## config.mk

```make
export PLATFORM = sky130hd
export DESIGN_NAME = twbc_core
export DESIGN_NICKNAME = d
export VERILOG_FILES = /design/src/pkg/twbc_pkg.sv /design/src/pkg/twbc_psc_if.sv /design/src/rtl/twbc_prescaler.sv /design/src/rtl/twbc_core.sv
export SDC_FILE = /design/constraint.sdc
export NUM_CORES = 1
export LEC_CHECK = 0
export ABC_CLOCK_PERIOD_IN_PS = 5400
export BUFFER_PORTS_ARGS = -buffer_cell sky130_fd_sc_hd__buf_2
export CAP_MARGIN = 30
export CORE_ASPECT_RATIO = 1.25
export CORE_MARGIN = 2
export CORE_UTILIZATION = 55
export DETAILED_ROUTE_END_ITERATION = 8
export PLACE_DENSITY = 0.74
export SYNTH_ARGS = -nofsm -noshare
export SYNTH_HDL_FRONTEND = slang
export SYNTH_SLANG_ARGS = --single-unit
```

## constraint.sdc

```tcl
create_clock -name pclk -period 5.4 [get_ports pclk]
set_input_delay 0.54 -clock pclk [delete_from_list [all_inputs] [get_ports pclk]]
set_output_delay 0.54 -clock pclk [all_outputs]
set_load 0.1 [all_outputs]
```

## src/pkg/twbc_pkg.sv

```systemverilog
// Constants shared by the two-wire bus controller core and its testbench.
// Assumes a 32-bit APB register bus with byte addresses.
package twbc_pkg;
	localparam logic [7:0] OFF_CTRL1 = 8'h00;
	localparam logic [7:0] OFF_CTRL2 = 8'h04;
	localparam logic [7:0] OFF_DATA = 8'h08;
	localparam logic [7:0] OFF_OWN = 8'h0c;
	localparam logic [7:0] OFF_PRESC = 8'h10;
	localparam logic [7:0] OFF_OPT = 8'h14;
	// control_one fields
	localparam int BCS_LSB = 0;
	localparam int AMD_BIT = 3;
	localparam int HBE_BIT = 4;
	localparam int RATE_LSB = 5;
	// control_two (write) and status_reg (read) fields
	localparam int LRB_BIT = 0;
	localparam int AL_BIT = 3;
	localparam int PIN_BIT = 4;
	localparam int BUSY_BIT = 5;
	localparam int TRX_BIT = 6;
	localparam int MST_BIT = 7;
	// own_address_reg and option_reg fields
	localparam int FFMT_BIT = 0;
	localparam int OWN_LSB = 1;
	localparam int SH_BIT = 0;
	// Reset values
	localparam logic [4:0] PDIV_RST = 5'h01;
	localparam logic PIN_RST = 1'b1;
	// Timing in prescaler periods, and bits per byte
	localparam int START_HOLD_TICKS = 8;
	localparam int HIGH_BASE = 6;
	localparam int LOW_EXTRA = 4;
	localparam int BYTE_BITS = 8;
endpackage

```

## src/pkg/twbc_psc_if.sv

```systemverilog
// Link between the core and its prescaler: divide setting and tick.
// Assumes both ends run on the same pclk.
`timescale 1ns/1ps
interface twbc_psc_if;
	logic [4:0] divide;
	logic tick;
	modport ctl(output divide, input tick);
	modport gen(input divide, output tick);
endinterface

```

## src/rtl/twbc_prescaler.sv

```systemverilog
// Prescaler: one-cycle tick every p system clocks, p from 1 to 32.
// Assumes divide is only changed while the bus is idle.
`timescale 1ns/1ps
module twbc_prescaler (
	input wire logic pclk,
	input wire logic presetn,
	twbc_psc_if.gen psc
);
	typedef struct packed {
		logic [4:0] cnt;
		logic tick;
	} twbc_psc_s;

	twbc_psc_s st;
	twbc_psc_s next_st;
	logic [5:0] limit;

	// A divide field of zero stands for 32
	assign limit = (psc.divide == 5'h00) ? 6'h20 : {1'b0, psc.divide};
	assign psc.tick = st.tick;

	always_comb begin
		next_st = st;
		next_st.tick = 1'b0;
		if ({1'b0, st.cnt} + 6'h01 >= limit) begin
			next_st.cnt = 5'h00;
			next_st.tick = 1'b1;
		end else begin
			next_st.cnt = st.cnt + 5'h01;
		end
	end

	always_ff @(posedge pclk or negedge presetn) begin
		if (!presetn) begin
			st <= '0;
		end else begin
			st <= next_st;
		end
	end
endmodule

```

## src/rtl/twbc_core.sv

```systemverilog
// Two-wire bus clock and control core with an APB register slave.
// Assumes open-drain lines resolved outside; inputs synchronous to pclk.
// Notes on behaviour
// - Start hold and stop setup timing
// - Slave releases clock tLOW after service
// - Prescaler divides system clock by 1..32
// - Rate code further divides prescaler clock
// - Bus clock low ends high phase, restarts low count
// - High count waits for bus clock high
// - Master bit written; cleared on stop, loss
// - Addressed slave takes direction into transmit
// - Master sets transmit to inverse of direction bit after address acknowledge
// - Match disable: no match, transmit kept
// - Free format: no address, transmit kept
// - Start request sends preloaded address byte
// - Stop request; bits held until stop
// - Stop waits for released clock line
// - Busy set on start, cleared on stop
// - Master interrupts after programmed clock count
// - Slave interrupts after acknowledging own address
// - Interrupt clears service bit, holds clock low
// - Data access or writing one sets service
// - Address-phase arbitration loss still interrupts
// - One to eight bits plus acknowledge
// - High phase table, low four longer
`timescale 1ns/1ps
module twbc_core (
	input wire logic pclk,
	input wire logic presetn,
	input wire logic psel,
	input wire logic penable,
	input wire logic pwrite,
	input wire logic [7:0] paddr,
	input wire logic [31:0] pwdata,
	output logic [31:0] prdata,
	output logic pready,
	output logic pslverr,
	input wire logic scl_i,
	output logic scl_o,
	output logic scl_oe,
	input wire logic sda_i,
	output logic sda_o,
	output logic sda_oe,
	output logic transfer_interrupt,
	output logic bus_busy_flag
);
	typedef enum logic [2:0] {
		M_IDLE, M_START, M_LOW, M_HIGHW, M_HIGH, M_STOPH
	} twbc_state_e;

	typedef struct packed {
		logic [2:0] bcs;
		logic hbe;
		logic amd;
		logic [2:0] rate;
		logic [4:0] pdiv;
		logic [6:0] own;
		logic ffmt;
		logic sh;
		logic [7:0] dbuf;
		logic mst;
		logic trx;
		logic pin;
		logic busy;
		logic start_req;
		logic stop_req;
		logic al;
		logic lrb;
		logic addr_ph;
		logic slv_on;
		logic slv_hold;
		logic scl_p;
		logic sda_p;
		logic dlow;
		logic [3:0] bitn;
		twbc_state_e fsm;
		logic [8:0] cnt;
		logic scl_oe;
		logic sda_oe;
		logic irq;
		logic pready;
		logic pslverr;
		logic [31:0] prdata;
	} twbc_reg_s;

	twbc_reg_s st;
	twbc_reg_s next_st;
	twbc_psc_if psc();

	logic tick;
	logic acc;
	logic hit;
	logic [31:0] rdata;
	logic scl_rise;
	logic scl_fall;
	logic start_det;
	logic stop_det;
	logic [3:0] nb;
	logic [3:0] tot;
	logic [8:0] thigh;
	logic [8:0] tlow;
	logic [8:0] tsu;
	logic [8:0] thold;
	logic [7:0] rx_byte;
	logic own_match;

	twbc_prescaler u_psc (
		.pclk(pclk),
		.presetn(presetn),
		.psc(psc)
	);

	assign psc.divide = st.pdiv;
	assign tick = psc.tick;

	// High phase doubles per code on a fixed base; low adds a fixed extra
	assign thigh = (9'h002 << st.rate) + 9'(twbc_pkg::HIGH_BASE);
	assign tlow = thigh + 9'(twbc_pkg::LOW_EXTRA);
	assign tsu = (st.pdiv == 5'h01) ? thigh : thigh - 9'h001;
	assign thold = st.sh ? 9'(twbc_pkg::START_HOLD_TICKS) : thigh;

	assign nb = (st.bcs == 3'h0) ? 4'(twbc_pkg::BYTE_BITS) : {1'b0, st.bcs};
	assign tot = nb + {3'h0, st.hbe};

	assign scl_rise = scl_i & ~st.scl_p;
	assign scl_fall = ~scl_i & st.scl_p;
	assign start_det = st.scl_p & scl_i & st.sda_p & ~sda_i;
	assign stop_det = st.scl_p & scl_i & ~st.sda_p & sda_i;

	assign rx_byte = {st.dbuf[6:0], sda_i};
	// General call is the all-zero byte
	assign own_match = !st.amd && !st.ffmt &&
		(rx_byte[7:1] == st.own || rx_byte == 8'h00);

	assign acc = psel && penable && st.pready;
	assign hit = paddr == twbc_pkg::OFF_CTRL1 ||
		paddr == twbc_pkg::OFF_CTRL2 || paddr == twbc_pkg::OFF_DATA ||
		paddr == twbc_pkg::OFF_OWN || paddr == twbc_pkg::OFF_PRESC ||
		paddr == twbc_pkg::OFF_OPT;

	always_comb begin
		rdata = 32'h0000_0000;
		case (paddr)
			twbc_pkg::OFF_CTRL1: begin
				rdata[twbc_pkg::BCS_LSB +: 3] = st.bcs;
				rdata[twbc_pkg::AMD_BIT] = st.amd;
				rdata[twbc_pkg::HBE_BIT] = st.hbe;
				rdata[twbc_pkg::RATE_LSB +: 3] = st.rate;
			end
			twbc_pkg::OFF_CTRL2: begin
				rdata[twbc_pkg::LRB_BIT] = st.lrb;
				rdata[twbc_pkg::AL_BIT] = st.al;
				rdata[twbc_pkg::PIN_BIT] = st.pin;
				rdata[twbc_pkg::BUSY_BIT] = st.busy;
				rdata[twbc_pkg::TRX_BIT] = st.trx;
				rdata[twbc_pkg::MST_BIT] = st.mst;
			end
			twbc_pkg::OFF_DATA: rdata[7:0] = st.dbuf;
			twbc_pkg::OFF_OWN: begin
				rdata[twbc_pkg::FFMT_BIT] = st.ffmt;
				rdata[twbc_pkg::OWN_LSB +: 7] = st.own;
			end
			twbc_pkg::OFF_PRESC: rdata[4:0] = st.pdiv;
			twbc_pkg::OFF_OPT: rdata[twbc_pkg::SH_BIT] = st.sh;
			default: rdata = 32'h0000_0000;
		endcase
	end

	always_comb begin
		next_st = st;
		next_st.irq = 1'b0;
		next_st.scl_p = scl_i;
		next_st.sda_p = sda_i;
		next_st.pready = 1'b0;
		next_st.pslverr = 1'b0;
		if (psel && !penable) begin
			next_st.pready = 1'b1;
			next_st.pslverr = !hit;
			next_st.prdata = rdata;
		end

		// Software side first, so hardware events below win a tie
		if (acc && pwrite) begin
			case (paddr)
				twbc_pkg::OFF_CTRL1: begin
					next_st.bcs = pwdata[twbc_pkg::BCS_LSB +: 3];
					next_st.amd = pwdata[twbc_pkg::AMD_BIT];
					next_st.hbe = pwdata[twbc_pkg::HBE_BIT];
					next_st.rate = pwdata[twbc_pkg::RATE_LSB +: 3];
				end
				twbc_pkg::OFF_CTRL2: begin
					next_st.mst = pwdata[twbc_pkg::MST_BIT];
					next_st.trx = pwdata[twbc_pkg::TRX_BIT];
					if (pwdata[twbc_pkg::PIN_BIT])
						next_st.pin = 1'b1;
					if (!st.busy && pwdata[twbc_pkg::MST_BIT] &&
							pwdata[twbc_pkg::BUSY_BIT])
						next_st.start_req = 1'b1;
					if (st.busy && pwdata[twbc_pkg::MST_BIT] &&
							!pwdata[twbc_pkg::BUSY_BIT])
						next_st.stop_req = 1'b1;
				end
				twbc_pkg::OFF_DATA: begin
					next_st.dbuf = pwdata[7:0];
					next_st.pin = 1'b1;
					next_st.al = 1'b0;
				end
				twbc_pkg::OFF_OWN: begin
					next_st.ffmt = pwdata[twbc_pkg::FFMT_BIT];
					next_st.own = pwdata[twbc_pkg::OWN_LSB +: 7];
				end
				twbc_pkg::OFF_PRESC: next_st.pdiv = pwdata[4:0];
				twbc_pkg::OFF_OPT: next_st.sh = pwdata[twbc_pkg::SH_BIT];
				default: next_st.pin = next_st.pin;
			endcase
		end
		if (acc && !pwrite && paddr == twbc_pkg::OFF_DATA) begin
			next_st.pin = 1'b1;
			next_st.al = 1'b0;
		end

		// Bit engine shared by master and slave, paced by the bus clock
		if (scl_rise && st.busy && (st.mst || st.slv_on || st.addr_ph) &&
				st.bitn < tot) begin
			next_st.bitn = st.bitn + 4'h1;
			if (st.bitn < nb) begin
				next_st.dbuf = rx_byte;
				// Released line read low while sending: lost the bus
				if (st.mst && st.trx && !st.dlow && !sda_i) begin
					next_st.al = 1'b1;
					next_st.mst = 1'b0;
					next_st.trx = 1'b0;
				end
				if (st.addr_ph && !st.mst && st.bitn == nb - 4'h1 &&
						own_match) begin
					next_st.slv_on = 1'b1;
					next_st.trx = rx_byte[0];
				end
			end else begin
				next_st.lrb = sda_i;
				if (st.addr_ph && st.mst && !sda_i)
					next_st.trx = ~st.dbuf[0];
			end
		end
		if (scl_fall && st.busy && st.bitn == tot &&
				(st.mst || st.slv_on || st.addr_ph)) begin
			next_st.bitn = 4'h0;
			next_st.addr_ph = 1'b0;
			if (st.mst || st.slv_on || (st.al && st.addr_ph)) begin
				next_st.irq = 1'b1;
				next_st.pin = 1'b0;
				next_st.slv_hold = !st.mst;
			end
		end

		// Slave release: tLOW after service, counted in prescaler ticks
		if (st.slv_hold && st.fsm == M_IDLE) begin
			if (!next_st.pin) begin
				next_st.cnt = 9'h000;
			end else if (tick) begin
				if (st.cnt + 9'h001 >= tlow) begin
					next_st.slv_hold = 1'b0;
					next_st.cnt = 9'h000;
				end else begin
					next_st.cnt = st.cnt + 9'h001;
				end
			end
		end

		// Master clock generator
		case (st.fsm)
			M_IDLE: begin
				if (st.start_req && st.mst && !st.slv_hold) begin
					next_st.start_req = 1'b0;
					next_st.fsm = M_START;
					next_st.cnt = 9'h000;
				end
			end
			M_START: begin
				if (tick) begin
					next_st.cnt = st.cnt + 9'h001;
					if (st.cnt + 9'h001 >= thold) begin
						next_st.fsm = M_LOW;
						next_st.cnt = 9'h000;
					end
				end
			end
			M_LOW: begin
				// Clock stays low while service is pending
				if (!st.pin) begin
					next_st.cnt = 9'h000;
				end else if (tick) begin
					next_st.cnt = st.cnt + 9'h001;
					if (st.cnt + 9'h001 >= tlow) begin
						next_st.cnt = 9'h000;
						if (st.stop_req && st.bitn == 4'h0)
							next_st.fsm = M_STOPH;
						else
							next_st.fsm = M_HIGHW;
					end
				end
			end
			M_HIGHW: begin
				if (scl_i) begin
					next_st.fsm = M_HIGH;
					next_st.cnt = 9'h000;
				end
			end
			M_HIGH: begin
				if (!scl_i) begin
					next_st.fsm = M_LOW;
					next_st.cnt = 9'h000;
				end else if (tick) begin
					next_st.cnt = st.cnt + 9'h001;
					if (st.cnt + 9'h001 >= thigh) begin
						next_st.fsm = M_LOW;
						next_st.cnt = 9'h000;
					end
				end
			end
			M_STOPH: begin
				// Another party may stretch the clock; wait for it
				if (!scl_i) begin
					next_st.cnt = 9'h000;
				end else if (tick) begin
					next_st.cnt = st.cnt + 9'h001;
					if (st.cnt + 9'h001 >= tsu) begin
						next_st.fsm = M_IDLE;
						next_st.cnt = 9'h000;
					end
				end
			end
			default: next_st.fsm = M_IDLE;
		endcase
		if (!next_st.mst && st.fsm != M_IDLE && st.fsm != M_STOPH)
			next_st.fsm = M_IDLE;

		// Bus conditions override everything else
		if (start_det) begin
			next_st.busy = 1'b1;
			next_st.bitn = 4'h0;
			next_st.bcs = 3'h0;
			next_st.addr_ph = !st.ffmt;
			next_st.slv_on = st.ffmt && !st.mst;
		end
		if (stop_det) begin
			next_st.busy = 1'b0;
			next_st.mst = 1'b0;
			next_st.stop_req = 1'b0;
			next_st.start_req = 1'b0;
			next_st.slv_on = 1'b0;
			next_st.slv_hold = 1'b0;
			next_st.addr_ph = 1'b0;
			next_st.bitn = 4'h0;
		end

		// Data drive only changes while the clock is low
		if (!scl_i) begin
			next_st.dlow = 1'b0;
			if ((next_st.mst && !next_st.stop_req) || next_st.slv_on ||
					next_st.addr_ph) begin
				if (next_st.bitn < nb)
					next_st.dlow = next_st.trx && !next_st.dbuf[7];
				else if (next_st.bitn == nb && st.hbe)
					next_st.dlow = next_st.addr_ph ?
						(next_st.slv_on && !next_st.mst) :
						(!next_st.trx &&
						(next_st.mst || next_st.slv_on));
			end
		end
		next_st.scl_oe = next_st.fsm == M_LOW || next_st.slv_hold;
		next_st.sda_oe = next_st.dlow || next_st.fsm == M_START ||
			next_st.fsm == M_STOPH ||
			(next_st.fsm == M_LOW && next_st.stop_req &&
			next_st.bitn == 4'h0 && next_st.pin);
	end

	always_ff @(posedge pclk or negedge presetn) begin
		if (!presetn) begin
			st <= '0;
			st.pdiv <= twbc_pkg::PDIV_RST;
			st.pin <= twbc_pkg::PIN_RST;
			st.fsm <= M_IDLE;
			st.scl_p <= 1'b1;
			st.sda_p <= 1'b1;
		end else begin
			st <= next_st;
		end
	end

	// Lines are only ever pulled low; the enable carries the data
	assign scl_o = 1'b0;
	assign sda_o = 1'b0;
	assign scl_oe = st.scl_oe;
	assign sda_oe = st.sda_oe;
	assign prdata = st.prdata;
	assign pready = st.pready;
	assign pslverr = st.pslverr;
	assign transfer_interrupt = st.irq;
	assign bus_busy_flag = st.busy;
endmodule

```

# == Word-level counts from Yosys, hierarchy flattened ==
# Cells that the tools add are included.
# word_totals
reg_bits,79
inputBits,47
output_inout_bits,40
# classes
addsub,9
n_lt_le_gt_ge,8
n_eq_ne,19
n_shift,1
n_mux,91
bitwise_logic,13
reduce_logical,91
# ops
cell,n
$mux 12,11
$mux 9,9
$pmux 9 s6,1
$logic_and 1x1->1,42
$mux 1,37
$ge 9x9->1,4
$mux 34,1
$mux 33,1
$mux 3,8
$mux 8,3
$mux 4,5
$add 9x3->9 const B,2
$pmux 3 s6,1
$eq 8x4->1 const B,2
$eq 8x5->1 const B,2
$logic_not 1->1,16
$logic_not 8->1,2
$logic_or 1x1->1,16
$eq 4x4->1,3
$lt 4x4->1,3
$pmux 3 s4,1
$reduce_and 2->1,6
$mux 10,1
$mux 2,5
29 further kinds,50

# == Logic depth before layout (Yosys ltp) ==
# Gate-level depths: netlist of the first run.
# logic_depth
ltp_word,22
mapped_depth,19
ltp_nobuf,18

# == By module ==
# A second synthesis of the first run with hierarchy kept.
# unflattened
hier_cells,693
hier_area_um2,6234.7
# by_module_without_submodules
module,instances,cells_per_inst,area_per_inst_um2,seq_area_each_um2
twbc_core,1,647,5803.1,1831.8
twbc_prescaler,1,46,431.7,150.1

# == Worst setup path before layout of the first run ==
# Ideal clock, no wire load.
# synth_timing
path_kind,register to register
start,register st[89] (netlist name)
end,register st[43] (netlist name)
setup_ns,0.082
arrival_ns,4.042
slack_ns,1.276
stages_incl_launch_ff,18
n_path_buf,1
period_less_slack_ns,4.124
cell_sequence,dfrtp_1 > clkbuf_1 > nor3b_1 > ha_1 > or3b_2 > a21o_1 > nand2_1 > nand3_1 > xnor2_1 > ha_1 > a21o_1 > a21oi_1 > a31oi_1 > nor2_1 > inv_1 > a221o_1 > o31a_1 > o22ai_1
# synth_rtl
item,line_no,rtl
from (decl),twbc_core.sv:86,twbc_reg_s st;
from (signal assigned),twbc_core.sv:387,st <= next_st;

==> results of run 1 <==
[through the flow]
stage / total power, W / area, µm² / std cells / hold WS (ns)
finish: 0.00188 / 6620 / 845 / 0.0165
global placement: 0.00125 / 6300 / 828 / 0.467
detailed placement: 0.00128 / 6320 / 829 / 0.378
CTS: 0.00188 / 6620 / 845 / 0.0127
floorplan: 0.00116 / 6300 / 712 / 0.244
global route: 0.00199 / 6620 / 845 / 0.0135
[layer usage]
layer	vias up	global-route usage (%)	wire, µm
met5	-	0	0
met2	155	46.4	7990
met1	2528	30.7	6140
met3	35	4.10	537
li1	2454	-	-
met4	0	8.22	346
[cell families (layout without fill, tap and decap cells)]
family	Yosys count	after routing
DFF	79	79
AOI/OAI and AO/OA	142	142
adders and majority gates	58	58
other	1	26
xor gates and xnor gates	31	31
muxes	41	41
buffers and inverters	101	99
and+or+nand+nor	234	234
[report_power, final]
part / switching [W] / total (W) / internal (W)
sequential: 0.0000841 / 0.000737 / 0.000652
combinational: 0.000335 / 0.000540 / 0.000205
clock: 0.000258 / 0.000599 / 0.000341
total: 0.000678 / 0.00188 / 0.00120
[worst min-delay path by stage]
| stage | end | slack [ns] | start |
|---|---|---|---|
| final | st[37] | 0.02 | presetn |
| after global routing | st[45] | 0.01 | presetn |
| after CTS | st[37] | 0.01 | presetn |
| after detailed placement | st[37] | 0.38 | presetn |
| after global placement | prdata[3] | 0.47 | prdata[3] |
| after floorplan | bus_busy_flag | 0.24 | presetn |
[layout by cell type (no fill, tap or decap), types with 12 or more instances in the layout]
master and instances:
dfrtp_1 75, a31oi_1 12, nor2_1 50, mux2_2 18, inv_1 44, xnor2_1 15
nor2b_1 12, o21ai_0 33, xor2_1 15, nand2b_1 16, nor4_1 13, a21oi_1 33
nand3_1 17, nor3_1 15, conb_1 26, ha_1 58, mux2i_1 17, nand2_1 59
buf_2 35
[layout make-up]
class	count	share of cell area, %
flip-flops and latches	79	30.0
repair buffers	39	3.40
clock buffers	11	3.82
inverters	44	2.50
multi-input cells	532	57.2
well taps	135	2.55
clock inverters	5	0.605
[critical path: cells and delay by family (launching register included)]
| kind | cells | cell delay [ns] |
|---|---|---|
| AOI/OAI and AO/OA | 7 | 1.46 |
| DFF | 1 | 0.55 |
| and+or+nand+nor | 5 | 1.52 |
| adders and majority gates | 2 | 0.50 |
| buffers and inverters | 2 | 0.34 |
| xor gates and xnor gates | 1 | 0.16 |
[sequential cells by signal (all words and copies together), names as in the netlist]
name                count
bus_busy_flag           1
prdata                  8
pready                  1
psc.divide              5
pslverr                 1
rx_byte                 7
scl_oe                  1
sda_oe                  1
st                     47
transfer_interrupt      1
u_psc.psc.tick          1
u_psc.st                5
==> impl_metrics.json, run 1 <==
{
  "ys.flop_type": "dfrtp_1",
  "drive_above_1_share_pct": 14.2,
  "synth-simple-area-share_pct": 20.3,
  "start_util_pct": 56.2,
  "setup_viol": 0,
  "clk_pin_slew_ns": 0.06,
  "numCtsBuffers": 9,
  "ctsHoldBuffers": 0,
  "synth_top_family_by_area": "simple AND/OR/NAND/NOR gates",
  "place.detailed.hpwl_mm": 11.3,
  "cts_root_buf": "clkbuf_16",
  "area_growth_pct": 6.66,
  "grt_pass1_wl_mm": 24.6,
  "wirelength_mm": 15.0,
  "clk_latency_ns": 0.35,
  "max_freq_mhz": 216,
  "multi_input_area_um2": 3780,
  "worstPathMaxFanout": 14,
  "num_rows": 43,
  "cts_num_sinks": 79,
  "gp_congestion": 0.911,
  "coreArea_um2": 11000,
  "route.detailed.drc": 0,
  "hold_path.class": "in -> async",
  "die-area_um2": 12200,
  "yosysWarnings": 0,
  "post_cts_resized": 0,
  "arrival_ns": 4.89,
  "num-fill-cells": 950,
  "htree_levels": 3,
  "r2r_setup_slack_ns": 0.78,
  "outcome": "complete, no violations",
  "antenna_found_initial": 0,
  "register_area_um2": 1980,
  "worst_slew_pin_slew_ns": 0.765,
  "grt_start_max_net_pins": 73,
  "fin_tns_setup_ns": 0,
  "io-pin-count": 87,
  "place_ws_ns": 0.827,
  "grt_overflow_total": 0,
  "hold_viol": 0,
  "ys_seq_area_share_pct": 31.9,
  "netlist.area_leader.share_pct": 30.3,
  "synth_cell_types": 66,
  "drtIter0Drc": 317,
  "slowest_stage": "dfrtp_1",
  "fin_skew_ns": 0.00829,
  "path_cells": "nor3b_1, ha_1, or3b_2, a21o_1, nand2_1, nand3_1, xnor2_1, ha_1, a21o_1, a21oi_1, a31oi_1, buf_4, nor2_1, inv_1, a221o_1, o31a_1, o22ai_1",
  "p_leak_nw": 3.04,
  "cp-startpoint": "st[90]",
  "ir_drop_mv": 0.295,
  "grtUsageTotal_pct": 25.5,
  "fin_crit_sh_pct": 85.6,
  "ff2ff_path_depth": 17,
  "via_per_inst": 6.12,
  "worstSetupStartpointType": "flop",
  "postCtsSetupBuffers": 0,
  "die_w_um": 99.0,
  "rsz0062_at_grt": "false",
  "synth.most_common_cell": "dfrtp_1",
  "synth_fa_ha_area_share_pct": 11.7,
  "relSlewSlack_pct": 48.6,
  "r2r_start": "st[90]",
  "synth_area_um2": 6200,
  "post-route-util_pct": 60.0,
  "max-clock-path-buffers": 2,
  "tritoncts": "done",
  "synthMuxAreaShare_pct": 8.19,
  "synthTopCellsByArea": "dfrtp_1 (30%), ha_1 (12%), buf_4 (4.2%), nand2_1 (3.6%), mux2_2 (3.3%)",
  "postRouteAntennaNets": 0,
  "max-cap-violations": 0,
  "final_nets": 810,
  "fin_crit_ns": 4.62,
  "slew_violations": 0,
  "async_flop_share_pct": 100,
  "cpPeakStageDelay_ns": 0.55,
  "worst_ep_required_time_ns": 5.66,
  "antenna-diode-count": 0,
  "synth_edf_count": 0,
  "synth_xor_area_share_pct": 4.62,
  "crit_type": "reg -> reg",
  "grt_pass1_vias": 5050,
  "synthCells": 687,
  "cp-endpoint": "st[43]",
  "rr_endpoint": "st[43]",
  "synth.ff_latch_count": 79,
  "synth_compound_area_share_pct": 14.6,
  "die_h_um": 123,
  "dr_total_vias": 5172,
  "ys_top_cells_by_count": "dfrtp_1 (75), nand2_1 (59), ha_1 (58)",
  "critPathCaptureType": "flop",
  "synth_area_per_cell_um2": 9.03,
  "fin_ws_ns": 0.777,
  "portBuffers": 36,
  "first_pass_iters": 5,
  "synth_top_cell_by_area": "dfrtp_1",
  "power_density_nw_per_um2": 283,
  "wl_per_cell_um": 17.8
}
Power figures use the tool's default switching activity.
==> run 2: changes to the inputs <==
Settings changed: ABC_AREA set to 1.
==> impl_metrics.json, run 2 <==
{
  "place_area_um2": 6480,
  "route.detailed.drc": 0,
  "crit_type": "reg -> reg",
  "seq_power_share_pct": 31.6,
  "r2r_start": "st[89]",
  "max-clock-path-buffers": 2,
  "ctsHoldBuffers": 0,
  "hold_path.class": "in -> async",
  "pwr-share-comb_pct": 42.5,
  "final_nets": 1015,
  "cp_num_buf_inv": 6,
  "final_common_cell": "nand2_1",
  "slowest_stage": "dfrtp_1",
  "area_growth_pct": 7.40,
  "largest_reg_flops": 47,
  "register_area_um2": 1980,
  "clk_pin_slew_ns": 0.07,
  "cts_num_sinks": 79,
  "grt_pass1_wl_mm": 26.6,
  "power_density_nw_per_um2": 384,
  "setup_viol": 0,
  "worstSetupStartpointType": "flop",
  "clk_latency_ns": 0.34,
  "antenna_found_initial": 0,
  "place_ws_ns": 1.42,
  "power.switching_w": 0.00113,
  "place.detailed.hpwl_mm": 12.4,
  "synth_top_cell_by_area": "dfrtp_1",
  "slew_violations": 0,
  "grt_start_max_net_pins": 46,
  "multi_input_area_um2": 3570,
  "hold_viol": 0,
  "top_register": "st",
  "first_pass_iters": 7,
  "fin_crit_ns": 4.03,
  "num_rows": 43,
  "r2r_setup_slack_ns": 1.37,
  "drtIter0Drc": 368,
  "synth_area_per_cell_um2": 7.15,
  "die_w_um": 100,
  "gp_congestion": 0.967,
  "worstPathMaxFanout": 8,
  "relSlewSlack_pct": 52.2,
  "postCtsSetupBuffers": 0,
  "wirelength_mm": 15.8,
  "yosysWarnings": 0,
  "fin_tns_setup_ns": 0,
  "dr_total_vias": 5781,
  "outcome": "complete, no violations",
  "fin_skew_ns": 0.0141,
  "max-cap-violations": 0,
  "start_util_pct": 56.7,
  "numCtsBuffers": 9,
  "io-pin-count": 87,
  "wl_per_cell_um": 15.0,
  "p_leak_nw": 3.58,
  "synth_cell_types": 48,
  "critical_path.top_delay_family": "simple AND/OR/NAND/NOR gates",
  "antenna-diode-count": 0,
  "internal-power_w": 0.00149,
  "ys_top_cells_by_count": "nand2_1 (189), inv_1 (139), dfrtp_1 (75)",
  "num-fill-cells": 1078,
  "critPathCaptureType": "flop",
  "netlist.area_leader.share_pct": 29.6,
  "ff2ff_path_depth": 21,
  "postRouteAntennaNets": 0,
  "holdWs_ns": 0.149,
  "drive_above_1_share_pct": 9.18,
  "path_cells": "inv_1, nor3_1, inv_1, ha_1, inv_1, or2_2, nand2_1, inv_1, ha_1, inv_1, o31ai_1, inv_1, ha_1, a21oi_1, o21a_1, nand3_1, nand2_1, o21ai_1, or2_0, a21boi_0, o21ai_1",
  "ir_drop_mv": 0.199,
  "path_common_cell": "inv_1",
  "fin_crit_sh_pct": 74.7,
  "ys_seq_area_share_pct": 31.3,
  "arrival_ns": 4.29,
  "die_h_um": 124,
  "tritoncts": "done",
  "async_flop_share_pct": 100,
  "die-area_um2": 12400,
  "fin_area_um2": 6810,
  "synth.ff_latch_count": 79,
  "post_cts_resized": 0,
  "rr_endpoint": "st[42]",
  "final_cell_mix": "nand2_1 (189), inv_1 (139), dfrtp_1 (75)",
  "worst_ep_required_time_ns": 5.65,
  "portBuffers": 36,
  "htree_levels": 3,
  "grtUsageTotal_pct": 27.1,
  "max_freq_mhz": 248,
  "synth.most_common_cell": "nand2_1",
  "cts_root_buf": "clkbuf_16",
  "grt_pass1_vias": 5559,
  "worst_slew_pin_slew_ns": 0.714,
  "post-route-util_pct": 60.9,
  "rsz0062_at_grt": "false",
  "coreArea_um2": 11200,
  "fin_ws_ns": 1.37,
  "swShare_pct": 43.1,
  "cpPeakStageDelay_ns": 0.45,
  "via_per_inst": 5.51,
  "synthTopCellsByArea": "dfrtp_1 (30%), ha_1 (11%), nand2_1 (11%), inv_1 (8.2%), o21ai_0 (5.1%)",
  "synth_area_um2": 6340,
  "grt_overflow_total": 0,
  "ys.flop_type": "dfrtp_1",
  "synthCells": 887,
  "synth_edf_count": 0,
  "p_clk_share_pct": 26.0
}
[run 2: cell types whose count changed after synthesis, moves of 17 or more]
cell and change:
nand2_1 +130, inv_1 +95, o21ai_0 +31, nand3_1 +28, mux2_2 -18, mux2i_1 -17
[run 2: metal layers]
metal  track usage (%)  part of all wire (%)
met5                 0                     0
met4              9.93                   2.0
met3              3.93                   5.1
met2              47.3                    49
met1              34.3                    43
[run 2: cell type report]
| type | instances | area share [%] |
|---|---|---|
| sequential | 79 | 29.1 |
| tap | 135 | 2.48 |
| inverter | 144 | 7.97 |
| multi-input combinational | 639 | 52.5 |
| timing repair buffer | 37 | 3.09 |
| clock inverter | 7 | 1.60 |
| clock buffer | 9 | 3.31 |
[run 2: power by group through the flow]
stage               clock network [W]  logic (W)  registers, W
finish                       0.000680    0.00111      0.000826
global route                 0.000717    0.00127      0.000843
CTS                          0.000688    0.00111      0.000824
detailed placement                  0    0.00110      0.000834
global placement                    0    0.00108      0.000830
floorplan                           0   0.000824      0.000862
[run 2: kinds of logic after synthesis]
kind of cell,Yosys count,share of synthesized area (%)
AOI/OAI and AO/OA,172,15.6
xor gates and xnor gates,19,2.62
adders and majority gates,58,11.4
buffers and inverters,194,13.9
DFF,79,31.3
other,1,0.0591
and+or+nand+nor,364,25.2
[run 2: metrics by stage]
stage,power [W],instances
floorplan,0.00169,912
global placement,0.00191,1033
detailed placement,0.00194,1034
CTS,0.00263,1050
global route,0.00283,1050
finish,0.00262,1050
[run 2: how the worst max path moves through the flow]
| stage | slack (ns) | end | from | depth (start not counted) |
|---|---|---|---|---|
| after floorplan | 2.06 | st[42] | st[91] | 21 |
| after global placement | 1.53 | st[42] | st[89] | 22 |
| after detailed placement | 1.42 | st[42] | st[89] | 21 |
| final | 1.37 | st[42] | st[89] | 21 |
| after global routing | 0.86 | st[42] | st[89] | 22 |
| after CTS | 1.41 | st[42] | st[89] | 21 |
